--- config.mk ---
export PLATFORM = sky130hd
export DESIGN_NAME = dms_slice
export DESIGN_NICKNAME = d
export VERILOG_FILES = /design/src/common/dms_pkg.sv /design/src/rtl/dms_simd_add.sv /design/src/rtl/dms_slice.sv
export SDC_FILE = /design/constraint.sdc
export NUM_CORES = 2
export LEC_CHECK = 0
export BUFFER_PORTS_ARGS = -buffer_cell sky130_fd_sc_hd__buf_2
export CAP_MARGIN = 20
export CORE_MARGIN = 3
export CORE_UTILIZATION = 25
export CTS_CLUSTER_DIAMETER = 40
export DETAILED_ROUTE_END_ITERATION = 7
export PLACE_DENSITY_LB_ADDON = 0.12
export SLEW_MARGIN = 10
export SYNTH_ARGS = -nofsm -noshare
export SYNTH_HDL_FRONTEND = slang
export SYNTH_SLANG_ARGS = --single-unit
--- constraint.sdc ---
create_clock -name core_clk -period 10.7 [get_ports core_clk]
set_input_delay 0 -clock core_clk [delete_from_list [all_inputs] [get_ports core_clk]]
set_output_delay 0 -clock core_clk [all_outputs]
set_load 0.01 [all_outputs]
--- src/common/dms_pkg.sv ---
// shared constants, enums and carrier structs of the arithmetic slice
// assumes one clock domain; included by every design file of the slice
package dms_pkg;

    // ========================================================
    // datapath widths
    localparam int DMS_A_W = 27;        // multiplicand width
    localparam int DMS_B_W = 18;        // multiplier width
    localparam int DMS_PRE_W = 28;      // pre-adder sum width
    localparam int DMS_PROD_W = 46;     // full product width
    localparam int DMS_ACC_W = 48;      // accumulator width
    localparam int DMS_LANE_W = 12;     // narrowest simd lane
    localparam int DMS_LANES = 4;       // lanes of 12 bits
    localparam int DMS_XGRP = 8;        // 12-bit groups in 96 bits
    localparam int DMS_LAT = 3;         // input to result cycles

    // ========================================================
    // register port
    localparam int DMS_AW = 6;
    localparam int DMS_DW = 32;
    localparam int DMS_HI_W = 16;       // upper part of a 48-bit reg
    localparam logic [5:0] DMS_CTRL_OFS = 6'h00;
    localparam logic [5:0] DMS_PATLO_OFS = 6'h04;
    localparam logic [5:0] DMS_PATHI_OFS = 6'h08;
    localparam logic [5:0] DMS_MSKLO_OFS = 6'h0C;
    localparam logic [5:0] DMS_MSKHI_OFS = 6'h10;
    localparam logic [5:0] DMS_STAT_OFS = 6'h14;
    localparam logic [5:0] DMS_ACCLO_OFS = 6'h18;
    localparam logic [5:0] DMS_ACCHI_OFS = 6'h1C;
    localparam logic [1:0] DMS_CTRL_RST = 2'h3;   // xor over 96
    localparam logic [47:0] DMS_PAT_RST = 48'h0;
    localparam logic [47:0] DMS_MSK_RST = 48'h0;

    // ========================================================
    // operation codes
    typedef enum logic [2:0] {
        OP_ADD, OP_SUB, OP_LOGIC, OP_CNT_UP, OP_CNT_DN
    } dms_alu_e;
    typedef enum logic [1:0] {Z_ZERO, Z_C, Z_ACC} dms_zsel_e;
    typedef enum logic [1:0] {S_ONE48, S_TWO24, S_FOUR12} dms_simd_e;
    typedef enum logic [1:0] {XW12, XW24, XW48, XW96} dms_xw_e;
    typedef enum logic [3:0] {
        LF_AND, LF_OR, LF_XOR, LF_NAND, LF_NOR, LF_XNOR,
        LF_AND_NOTV, LF_OR_NOTV, LF_NOTU_AND, LF_NOTU_OR
    } dms_lfn_e;

    // ========================================================
    // carriers
    typedef struct packed {
        logic signed [26:0] a;          // multiplicand / pre-add term
        logic signed [26:0] d;          // second pre-add term
        logic signed [17:0] b;          // multiplier
        logic [47:0] c;                 // z-side operand
        logic [47:0] ab;                // bypass word
    } dms_opnd_s;

    typedef struct packed {
        logic use_mult;                 // 0: ab bypasses multiplier
        logic preadd_en;
        logic preadd_sub;               // d - a instead of d + a
        dms_alu_e op;
        dms_zsel_e zsel;
        dms_simd_e simd;
        dms_lfn_e lfn;
    } dms_ctl_s;

endpackage

--- src/rtl/dms_simd_add.sv ---
// lane-splittable 48-bit adder/subtractor of the arithmetic slice
// assumes purely combinational use inside the slice pipeline
`timescale 1ns/10ps

module dms_simd_add (
    input wire logic [47:0] x,
    input wire logic [47:0] y,
    input wire logic sub,
    input wire dms_pkg::dms_simd_e mode,
    output logic [47:0] sum,
    output logic [3:0] cout
);

    // ========================================================
    // lane chain
    // carry into each lane; lane 0 always starts with sub
    logic [dms_pkg::DMS_LANES:0] cin;
    // lane boundary broken in current split
    logic [dms_pkg::DMS_LANES-1:0] brk;

    assign cin[0] = sub;

    genvar gi;
    generate
        for (gi = 0; gi < dms_pkg::DMS_LANES; gi++) begin : g_lane
            localparam int LO = gi * dms_pkg::DMS_LANE_W;
            localparam int HI = LO + dms_pkg::DMS_LANE_W - 1;
            logic [dms_pkg::DMS_LANE_W:0] ls;
            logic [dms_pkg::DMS_LANE_W-1:0] yl;
            // odd lanes split only in quad mode, lane 2 in both
            if (gi == 0) begin : g_b0
                assign brk[gi] = 1'b1;
            end else if (gi == 2) begin : g_b2
                assign brk[gi] = (mode != dms_pkg::S_ONE48);
            end else begin : g_bx
                assign brk[gi] = (mode == dms_pkg::S_FOUR12);
            end
            // subtract as x + ~y + 1, restarted at each broken lane boundary
            assign yl = sub ? ~y[HI:LO] : y[HI:LO];
            assign ls = {1'b0, x[HI:LO]} + {1'b0, yl}
                + {{dms_pkg::DMS_LANE_W{1'b0}},
                   (brk[gi] ? sub : cin[gi])};
            assign sum[HI:LO] = ls[dms_pkg::DMS_LANE_W-1:0];
            assign cin[gi+1] = ls[dms_pkg::DMS_LANE_W];
            assign cout[gi] = ls[dms_pkg::DMS_LANE_W];
        end
    endgenerate

endmodule // dms_simd_add

--- src/rtl/dms_slice.sv ---
// multiply-accumulate slice with pre-adder, simd alu, logic unit,
// wide xor and pattern detector, plus a small register port
// assumes operands and controls come from fabric on core_clk
//
// Functional notes
// RULE1: signed 27 by 18 full product
// RULE2: 48-bit running accumulator
// RULE3: multiplier bypass feeds two 48-bit words
// RULE4: simd lanes 2x24 or 4x12, no carry
// RULE5: ten selectable bitwise logic functions
// RULE6: pre-adder combines operands before multiply
// RULE7: 96-bit xor, granularity 12/24/48/96
// RULE8: 48-bit pattern detector for rounding
// RULE9: logic unit plus detector spans 96 bits
// RULE10: accumulator counts up or down
// RULE11: one clock; sync clear zeroes pipeline
// RULE12: fabric keeps controls stable, honours latency
//
// The register offsets and the address-and-strobe port were decided locally.
`timescale 1ns/10ps

module dms_slice (
    input wire logic core_clk,
    input wire logic rst_b,
    input wire logic sync_clr,
    input wire logic in_valid,
    input wire dms_pkg::dms_opnd_s opnd,
    input wire dms_pkg::dms_ctl_s ctl,
    input wire logic [5:0] reg_addr,
    input wire logic [31:0] reg_wdata,
    input wire logic reg_wr,
    input wire logic reg_rd,
    output logic [31:0] reg_rdata,
    output logic [47:0] res,
    output logic res_valid,
    output logic [3:0] carry,
    output logic [7:0] xor_out,
    output logic pd_valid,
    output logic pat_match,
    output logic pat_match_b
);

    // ========================================================
    // software registers
    dms_pkg::dms_xw_e xw_r;             // xor granularity
    logic [47:0] pat_r;                 // detector pattern
    logic [47:0] msk_r;                 // 1 = bit ignored
    logic [31:0] rdata_r;
    logic [31:0] rdata_nxt;

    // register writes; unmapped offsets are dropped
    always_ff @(posedge core_clk or negedge rst_b) begin
        if (!rst_b) begin
            xw_r <= dms_pkg::dms_xw_e'(dms_pkg::DMS_CTRL_RST);
            pat_r <= dms_pkg::DMS_PAT_RST;
            msk_r <= dms_pkg::DMS_MSK_RST;
        end else if (reg_wr) begin
            case (reg_addr)
                dms_pkg::DMS_CTRL_OFS: begin
                    xw_r <= dms_pkg::dms_xw_e'(reg_wdata[1:0]);
                end
                dms_pkg::DMS_PATLO_OFS: begin
                    pat_r[31:0] <= reg_wdata;
                end
                dms_pkg::DMS_PATHI_OFS: begin
                    pat_r[47:32] <= reg_wdata[15:0];
                end
                dms_pkg::DMS_MSKLO_OFS: begin
                    msk_r[31:0] <= reg_wdata;
                end
                dms_pkg::DMS_MSKHI_OFS: begin
                    msk_r[47:32] <= reg_wdata[15:0];
                end
                default: begin
                    // read-only or unmapped
                end
            endcase
        end
    end

    // read mux; unmapped reads give zero
    always_comb begin
        case (reg_addr)
            dms_pkg::DMS_CTRL_OFS: rdata_nxt = {30'h0, xw_r};
            dms_pkg::DMS_PATLO_OFS: rdata_nxt = pat_r[31:0];
            dms_pkg::DMS_PATHI_OFS: rdata_nxt = {16'h0, pat_r[47:32]};
            dms_pkg::DMS_MSKLO_OFS: rdata_nxt = msk_r[31:0];
            dms_pkg::DMS_MSKHI_OFS: rdata_nxt = {16'h0, msk_r[47:32]};
            dms_pkg::DMS_STAT_OFS: begin
                rdata_nxt = {28'h0, pd_valid, res_valid,
                             pat_match_b, pat_match};
            end
            dms_pkg::DMS_ACCLO_OFS: rdata_nxt = res[31:0];
            dms_pkg::DMS_ACCHI_OFS: rdata_nxt = {16'h0, res[47:32]};
            default: rdata_nxt = 32'h0;
        endcase
    end

    // read data stands only in the cycle after the strobe
    always_ff @(posedge core_clk or negedge rst_b) begin
        if (!rst_b) begin
            rdata_r <= 32'h0;
        end else begin
            rdata_r <= reg_rd ? rdata_nxt : 32'h0;
        end
    end
    assign reg_rdata = rdata_r;

    // ========================================================
    // stage 1: operand capture and pre-adder
    logic v1_r;
    logic signed [27:0] pre_r;          // d +/- a, or a alone
    logic signed [27:0] pre_nxt;
    logic signed [17:0] b1_r;
    logic [47:0] ab1_r;
    logic [47:0] c1_r;
    dms_pkg::dms_ctl_s ctl1_r;

    // RULE6 pre-adder
    // one extra bit keeps d +/- a from wrapping
    always_comb begin
        if (!ctl.preadd_en) begin
            pre_nxt = {opnd.a[26], opnd.a};
        end else if (ctl.preadd_sub) begin
            pre_nxt = {opnd.d[26], opnd.d} - {opnd.a[26], opnd.a};
        end else begin
            pre_nxt = {opnd.d[26], opnd.d} + {opnd.a[26], opnd.a};
        end
    end

    // RULE11 stage 1 clear
    always_ff @(posedge core_clk or negedge rst_b) begin
        if (!rst_b) begin
            v1_r <= 1'b0;
            pre_r <= 28'sh0;
            b1_r <= 18'sh0;
            ab1_r <= 48'h0;
            c1_r <= 48'h0;
            ctl1_r <= '0;
        end else if (sync_clr) begin
            v1_r <= 1'b0;
            pre_r <= 28'sh0;
            b1_r <= 18'sh0;
            ab1_r <= 48'h0;
            c1_r <= 48'h0;
            ctl1_r <= '0;
        end else begin
            v1_r <= in_valid;
            pre_r <= pre_nxt;
            b1_r <= opnd.b;
            ab1_r <= opnd.ab;
            c1_r <= opnd.c;
            ctl1_r <= ctl;
        end
    end

    // ========================================================
    // stage 2: multiplier or bypass, xor groups
    logic v2_r;
    logic signed [45:0] prod;           // exact 28 x 18 product
    logic [47:0] w_r;                   // x-side word
    logic [47:0] u_r;                   // z-side word
    logic [7:0] grp_r;                  // parity per 12-bit group
    logic [7:0] grp_nxt;
    dms_pkg::dms_ctl_s ctl2_r;
    logic [95:0] xw_in;

    // RULE1 signed product
    assign prod = pre_r * b1_r;

    // RULE7 group parities
    assign xw_in = {c1_r, ab1_r};
    genvar gx;
    generate
        for (gx = 0; gx < dms_pkg::DMS_XGRP; gx++) begin : g_xg
            assign grp_nxt[gx] =
                ^xw_in[gx*dms_pkg::DMS_LANE_W +: dms_pkg::DMS_LANE_W];
        end
    endgenerate

    // RULE3 bypass select
    // RULE11 stage 2 clear
    always_ff @(posedge core_clk or negedge rst_b) begin
        if (!rst_b) begin
            v2_r <= 1'b0;
            w_r <= 48'h0;
            u_r <= 48'h0;
            grp_r <= 8'h0;
            ctl2_r <= '0;
        end else if (sync_clr) begin
            v2_r <= 1'b0;
            w_r <= 48'h0;
            u_r <= 48'h0;
            grp_r <= 8'h0;
            ctl2_r <= '0;
        end else begin
            v2_r <= v1_r;
            // sign-extend product to the accumulator width
            w_r <= ctl1_r.use_mult ? {{2{prod[45]}}, prod} : ab1_r;
            u_r <= (ctl1_r.zsel == dms_pkg::Z_C) ? c1_r : 48'h0;
            grp_r <= grp_nxt;
            ctl2_r <= ctl1_r;
        end
    end

    // ========================================================
    // stage 3: alu, logic unit, accumulator
    logic [47:0] res_r;
    logic [47:0] res_nxt;
    logic res_valid_r;
    logic [3:0] carry_r;
    logic [7:0] xor_r;
    logic [7:0] xor_nxt;
    logic [47:0] z_in;                  // alu left operand
    logic [47:0] y_in;                  // alu right operand
    logic [47:0] sum;
    logic [3:0] lane_co;
    logic [47:0] lu;                    // logic unit result
    logic is_cnt;
    logic do_sub;
    dms_pkg::dms_simd_e mode;

    assign is_cnt = (ctl2_r.op == dms_pkg::OP_CNT_UP)
        || (ctl2_r.op == dms_pkg::OP_CNT_DN);
    assign do_sub = (ctl2_r.op == dms_pkg::OP_SUB)
        || (ctl2_r.op == dms_pkg::OP_CNT_DN);

    // RULE10 counter steps by one
    // RULE2 accumulate feedback
    always_comb begin
        if (is_cnt) begin
            z_in = res_r;
            y_in = 48'h1;
        end else if (ctl2_r.zsel == dms_pkg::Z_ACC) begin
            z_in = res_r;
            y_in = w_r;
        end else begin
            z_in = u_r;
            y_in = w_r;
        end
    end

    // RULE4 lane split
    // product and counter are always one 48-bit lane
    assign mode = (is_cnt || ctl2_r.use_mult) ? dms_pkg::S_ONE48
        : ctl2_r.simd;

    dms_simd_add u_add (
        .x(z_in),
        .y(y_in),
        .sub(do_sub),
        .mode(mode),
        .sum(sum),
        .cout(lane_co)
    );

    // RULE5 ten logic functions
    always_comb begin
        case (ctl2_r.lfn)
            dms_pkg::LF_AND: lu = z_in & y_in;
            dms_pkg::LF_OR: lu = z_in | y_in;
            dms_pkg::LF_XOR: lu = z_in ^ y_in;
            dms_pkg::LF_NAND: lu = ~(z_in & y_in);
            dms_pkg::LF_NOR: lu = ~(z_in | y_in);
            dms_pkg::LF_XNOR: lu = ~(z_in ^ y_in);
            dms_pkg::LF_AND_NOTV: lu = z_in & ~y_in;
            dms_pkg::LF_OR_NOTV: lu = z_in | ~y_in;
            dms_pkg::LF_NOTU_AND: lu = ~z_in & y_in;
            dms_pkg::LF_NOTU_OR: lu = ~z_in | y_in;
            default: lu = 48'h0;
        endcase
    end

    assign res_nxt = (ctl2_r.op == dms_pkg::OP_LOGIC) ? lu : sum;

    // RULE7 granularity select
    // unused upper outputs read zero
    always_comb begin
        case (xw_r)
            dms_pkg::XW12: xor_nxt = grp_r;
            dms_pkg::XW24: begin
                xor_nxt = {4'h0, grp_r[7] ^ grp_r[6],
                           grp_r[5] ^ grp_r[4],
                           grp_r[3] ^ grp_r[2],
                           grp_r[1] ^ grp_r[0]};
            end
            dms_pkg::XW48: begin
                xor_nxt = {6'h0, ^grp_r[7:4], ^grp_r[3:0]};
            end
            default: xor_nxt = {7'h0, ^grp_r};
        endcase
    end

    // RULE11 accumulator clear
    // result holds between valid cycles so the total persists
    always_ff @(posedge core_clk or negedge rst_b) begin
        if (!rst_b) begin
            res_r <= 48'h0;
            res_valid_r <= 1'b0;
            carry_r <= 4'h0;
            xor_r <= 8'h0;
        end else if (sync_clr) begin
            res_r <= 48'h0;
            res_valid_r <= 1'b0;
            carry_r <= 4'h0;
            xor_r <= 8'h0;
        end else begin
            res_valid_r <= v2_r;
            if (v2_r) begin
                res_r <= res_nxt;
                carry_r <= lane_co;
                xor_r <= xor_nxt;
            end
        end
    end

    assign res = res_r;
    assign res_valid = res_valid_r;
    assign carry = carry_r;
    assign xor_out = xor_r;

    // ========================================================
    // stage 4: pattern detector
    logic pd_valid_r;
    logic pm_r;
    logic pmb_r;

    // RULE8 masked compare
    // RULE9 wide logic via detector
    // and-reducing a logic unit result covers 96 input bits
    always_ff @(posedge core_clk or negedge rst_b) begin
        if (!rst_b) begin
            pd_valid_r <= 1'b0;
            pm_r <= 1'b0;
            pmb_r <= 1'b0;
        end else if (sync_clr) begin
            pd_valid_r <= 1'b0;
            pm_r <= 1'b0;
            pmb_r <= 1'b0;
        end else begin
            pd_valid_r <= res_valid_r;
            // bitwise equality; a mask bit of 1 always agrees
            pm_r <= &(~(res_r ^ pat_r) | msk_r);
            pmb_r <= &((res_r ^ pat_r) | msk_r);
        end
    end

    assign pd_valid = pd_valid_r;
    assign pat_match = pm_r;
    assign pat_match_b = pmb_r;

    // input-side expectations, read only by the checks
    logic signed [44:0] chk_m;
    logic signed [45:0] chk_pm;
    logic chk_mul;
    logic chk_pre;
    logic chk_acc;
    logic chk_simd;
    logic chk_and;
    logic chk_up;
    logic chk_x;

    assign chk_m = opnd.a * opnd.b;
    assign chk_pm = ($signed({opnd.d[26], opnd.d})
        + $signed({opnd.a[26], opnd.a})) * opnd.b;
    assign chk_mul = in_valid && ctl.use_mult && !ctl.preadd_en
        && ctl.zsel == dms_pkg::Z_ZERO && ctl.op == dms_pkg::OP_ADD;
    assign chk_pre = in_valid && ctl.use_mult && ctl.preadd_en
        && !ctl.preadd_sub && ctl.zsel == dms_pkg::Z_ZERO
        && ctl.op == dms_pkg::OP_ADD;
    assign chk_acc = in_valid && !ctl.use_mult
        && ctl.zsel == dms_pkg::Z_ACC && ctl.op == dms_pkg::OP_ADD
        && ctl.simd == dms_pkg::S_ONE48;
    assign chk_simd = in_valid && !ctl.use_mult
        && ctl.zsel == dms_pkg::Z_C && ctl.op == dms_pkg::OP_SUB
        && ctl.simd == dms_pkg::S_FOUR12;
    assign chk_and = in_valid && !ctl.use_mult
        && ctl.zsel == dms_pkg::Z_C && ctl.op == dms_pkg::OP_LOGIC
        && ctl.lfn == dms_pkg::LF_AND;
    assign chk_up = in_valid && ctl.op == dms_pkg::OP_CNT_UP;
    assign chk_x = ^{opnd.c, opnd.ab};
endmodule // dms_slice

==> run metrics <==
most frequent cells in the layout=643 x inv_1, 612 x nand2_1, 492 x fa_1; drt first pass iters=6; Final setup viols=0; Startpoint Class=flip-flop; DRC=0; Chip Width=around 450 um; Root Buffer=clkbuf_16; RR Startpoint=ctl2_r[8]; layout cell share with drive strength beyond 1=14.70%; part of the cycle the worst path needs=94.99%; Power Density=185.5 mW/mm2; Slew Limit Fails=0; Distinct cells, synth=88; nets=6,968; Achievable Freq=98.39 MHz; Remaining Overflow, GRT=0; Row Count=160; asr flop ratio synth=100.0%; Slew @ Worst Pin=1161 ps; DP HPWL=between 100 and 150 mm; FF-to-FF path depth=48; Core ar.=0.1912 mm2; Synth Net Count=between 6,000 and 7,000; max_cap viols=0; critical path fanouts, max=3; relative slew slack=roughly 22%; final total power=around 0.011 W; vias in the first global route=42,100; min Tclk post-route=10,160 ps; post-DR vias/cell=4.713; Post-synth EDFFs=0; CP Class=reg -> reg; status=completed; placed cells=7,942; Primary FF master, synth=dfrtp_1; first-pass GRT wire length=288.2 mm; Worst Hold Class=in -> reg; worst setup path startpoint=ctl2_r[8]; reg2reg setup slack=~540 ps; critical path's slowest cell=fa_1; sequential element share of the synthesized area=24.13%; Clock Skews=117.3 ps; worst setup path end=res[46]; cell leakage power=27.67 nW; gpl congestion=roughly 0.88; Critical Path AT=10,770 ps; CTS tree=yes; synthesized area=roughly 0.048 mm2; CTS clk-pin slew, worst paths=60 ps; H-tree depth=3; CP Data Required Time=11,310 ps; Clock Sinks=466; CTS Buf Count=104; Synth Area per Inst=between 9 and 10 um2; Critical R2R Capture=res[46]; setup ws final=536.4 ps; I/O pins=322; IO buf count=321; Final ANT Viol Nets=0; Die H=about 450 um; gr usage total=just under 20%; Synth Register Bits=approximately 470; drt initial violations=between 2,000 and 3,000; worst skew pair latency=790 ps; most common library cell in the layout ignoring fill and taps=inv_1; vias=roughly 40,000; largest net degree at the start of global routing=95; Worst Setup Slack post-DPL=-34.53 ps; initial antenna violation count=7; Area Overhead vs Synth=25.08%; worst vdd ir=152.1 uV; Initial Utilization=25.28%; WL/cell=approximately 23 um; crit end category=flip-flop; Synthesis Warnings=0; routed wire length=195.0 mm; Die ar.=about 0.2 mm2; Synth Instances=5,275; critical path's largest stage delay=460 ps; non-filler cells, final=8,472; Final Hold Viols=0; clock tree buffer depth=3
[where the power goes]
| part | switching, W | total (W) | internal, W |
|---|---|---|---|
| logic | 0.00316 | 0.00534 | 0.00218 |
| registers | 0.000309 | 0.00224 | 0.00193 |
| clock network | 0.00124 | 0.00363 | 0.00240 |
| total | 0.00471 | 0.0112 | 0.00651 |
[flip-flops by register name, summed over array words and instances (netlist names), 2 cells and up]
register / count
ctl2_r: 12
u_r: 48
reg_rdata: 32
b1_r: 18
pre_r: 28
ctl1_r: 12
c1_r: 48
pat_r: 48
xw_r: 2
res: 48
xor_out: 8
w_r: 48
msk_r: 48
carry: 4
grp_r: 8
ab1_r: 48
[timing repair]
action / CTS / global route
pin swaps: 0 / 11
endpoints found under the hold margin: 368 / 0
setup buffers: 0 / 4
endpoints found under the setup margin: 3 / 8
hold buffers: 327 / 0
resized for setup: 3 / 18
[per-stage QoR]
step / hold slack (ps) / TNS, ps / area (um2) / util, %
2_1_floorplan: -295.6 / 0 / 48340 / -
3_3_place_gp: 125.5 / -60.40 / 53090 / 27.77
3_5_place_dp: 120.3 / -34.53 / 53090 / 27.77
4_1_cts: 3.498 / 0 / 60380 / 31.58
5_1_grt: 27.19 / -20.50 / 60460 / 31.62
6_report: 47.19 / 0 / 60460 / 31.62
[logic make-up (layout without fill, tap and decap cells)]
| group | Yosys count | in the layout | share of synthesized area (%) |
|---|---|---|---|
| AO/OA/AOI/OAI | 939 | 939 | 12.75 |
| multiplexers | 227 | 227 | 5.327 |
| XOR/XNOR | 270 | 270 | 4.892 |
| other | 0 | 2 | 0 |
| buffers and inverters | 946 | 1630 | 7.385 |
| flip-flops | 466 | 466 | 24.13 |
| adder cells (fa/ha/maj) | 874 | 874 | 30.34 |
| AND/OR/NAND/NOR | 1553 | 1553 | 15.17 |
[worst min path at each step]
stage,from,cells past startpoint,to,slack [ps]
5_1_grt,opnd[1],3,ab1_r[1],30
6_report,opnd[25],3,ab1_r[25],50
4_1_cts,opnd[105],3,b1_r[9],3
2_1_floorplan,rst_b,0,ab1_r[0],-300
3_5_place_dp,rst_b,1,reg_rdata[19],120
3_3_place_gp,rst_b,1,reg_rdata[19],130
[critical path, delay by kind of cell, from the launching register on]
family,cells,cell delay [ps]
multiplexers,2,590
flip-flops,1,370
adder cells (fa/ha/maj),7,2990
XOR/XNOR,1,160
AND/OR/NAND/NOR,6,1040
buffers and inverters,2,200
AO/OA/AOI/OAI,30,4680
[metal layers]
metal  vias to the layer above  global-route usage [%]  share of wire (%)
met4                         0                   5.789                3.1
li1                      18500                       -                  -
met5                         -                       0                  0
met1                     20340                   24.63                 43
met3                       239                   2.097                3.5
met2                       857                   34.71                 50
[area by class of cell]
class / count / area [um2]
Timing Repair Buffer: 788 / 5968
Fill cell: 19950 / 130700
Tap cell: 2511 / 3142
Clock buffer: 120 / 2733
Multi-Input combinational cell: 3863 / 33260
Inverter: 645 / 2422
Sequential cell: 466 / 11670
Antenna cell: 2 / 5.005
Clock inverter: 77 / 1255
[synth_stat cells (11+ instances only)]
| cell type | instances | area, um2 |
|---|---|---|
| a222oi_1 | 34 | 340.3 |
| a31oi_1 | 36 | 225.2 |
| xnor2_1 | 182 | 1594 |
| nand3_1 | 31 | 155.2 |
| a221o_1 | 11 | 110.1 |
| nor3_1 | 41 | 205.2 |
| mux2i_1 | 66 | 660.6 |
| and2_1 | 190 | 1189 |
| o221ai_1 | 25 | 219.0 |
| nor2_1 | 338 | 1269 |
| a221oi_1 | 33 | 289.0 |
| a21o_1 | 47 | 352.8 |
| clkbuf_1 | 256 | 960.9 |
| a211oi_1 | 63 | 473.0 |
| o21bai_1 | 13 | 97.59 |
| o211ai_1 | 27 | 202.7 |
| a22oi_1 | 33 | 247.7 |
| inv_1 | 644 | 2417 |
| ha_1 | 377 | 4717 |
| dfrtp_1 | 464 | 11610 |
| mux2_2 | 152 | 1712 |
| nand2_1 | 616 | 2312 |
| xor2_1 | 88 | 770.7 |
| buf_1 | 35 | 131.4 |
| nor2b_1 | 172 | 1076 |
| a21oi_1 | 197 | 986.0 |
| o22ai_1 | 65 | 406.6 |
| fa_1 | 497 | 9950 |
| nand2b_1 | 81 | 506.7 |
| o21a_1 | 12 | 90.09 |
| a32o_1 | 18 | 180.2 |
| o21ai_0 | 233 | 1166 |
| nand4_1 | 17 | 106.4 |
Power figures use the tool's default switching activity.
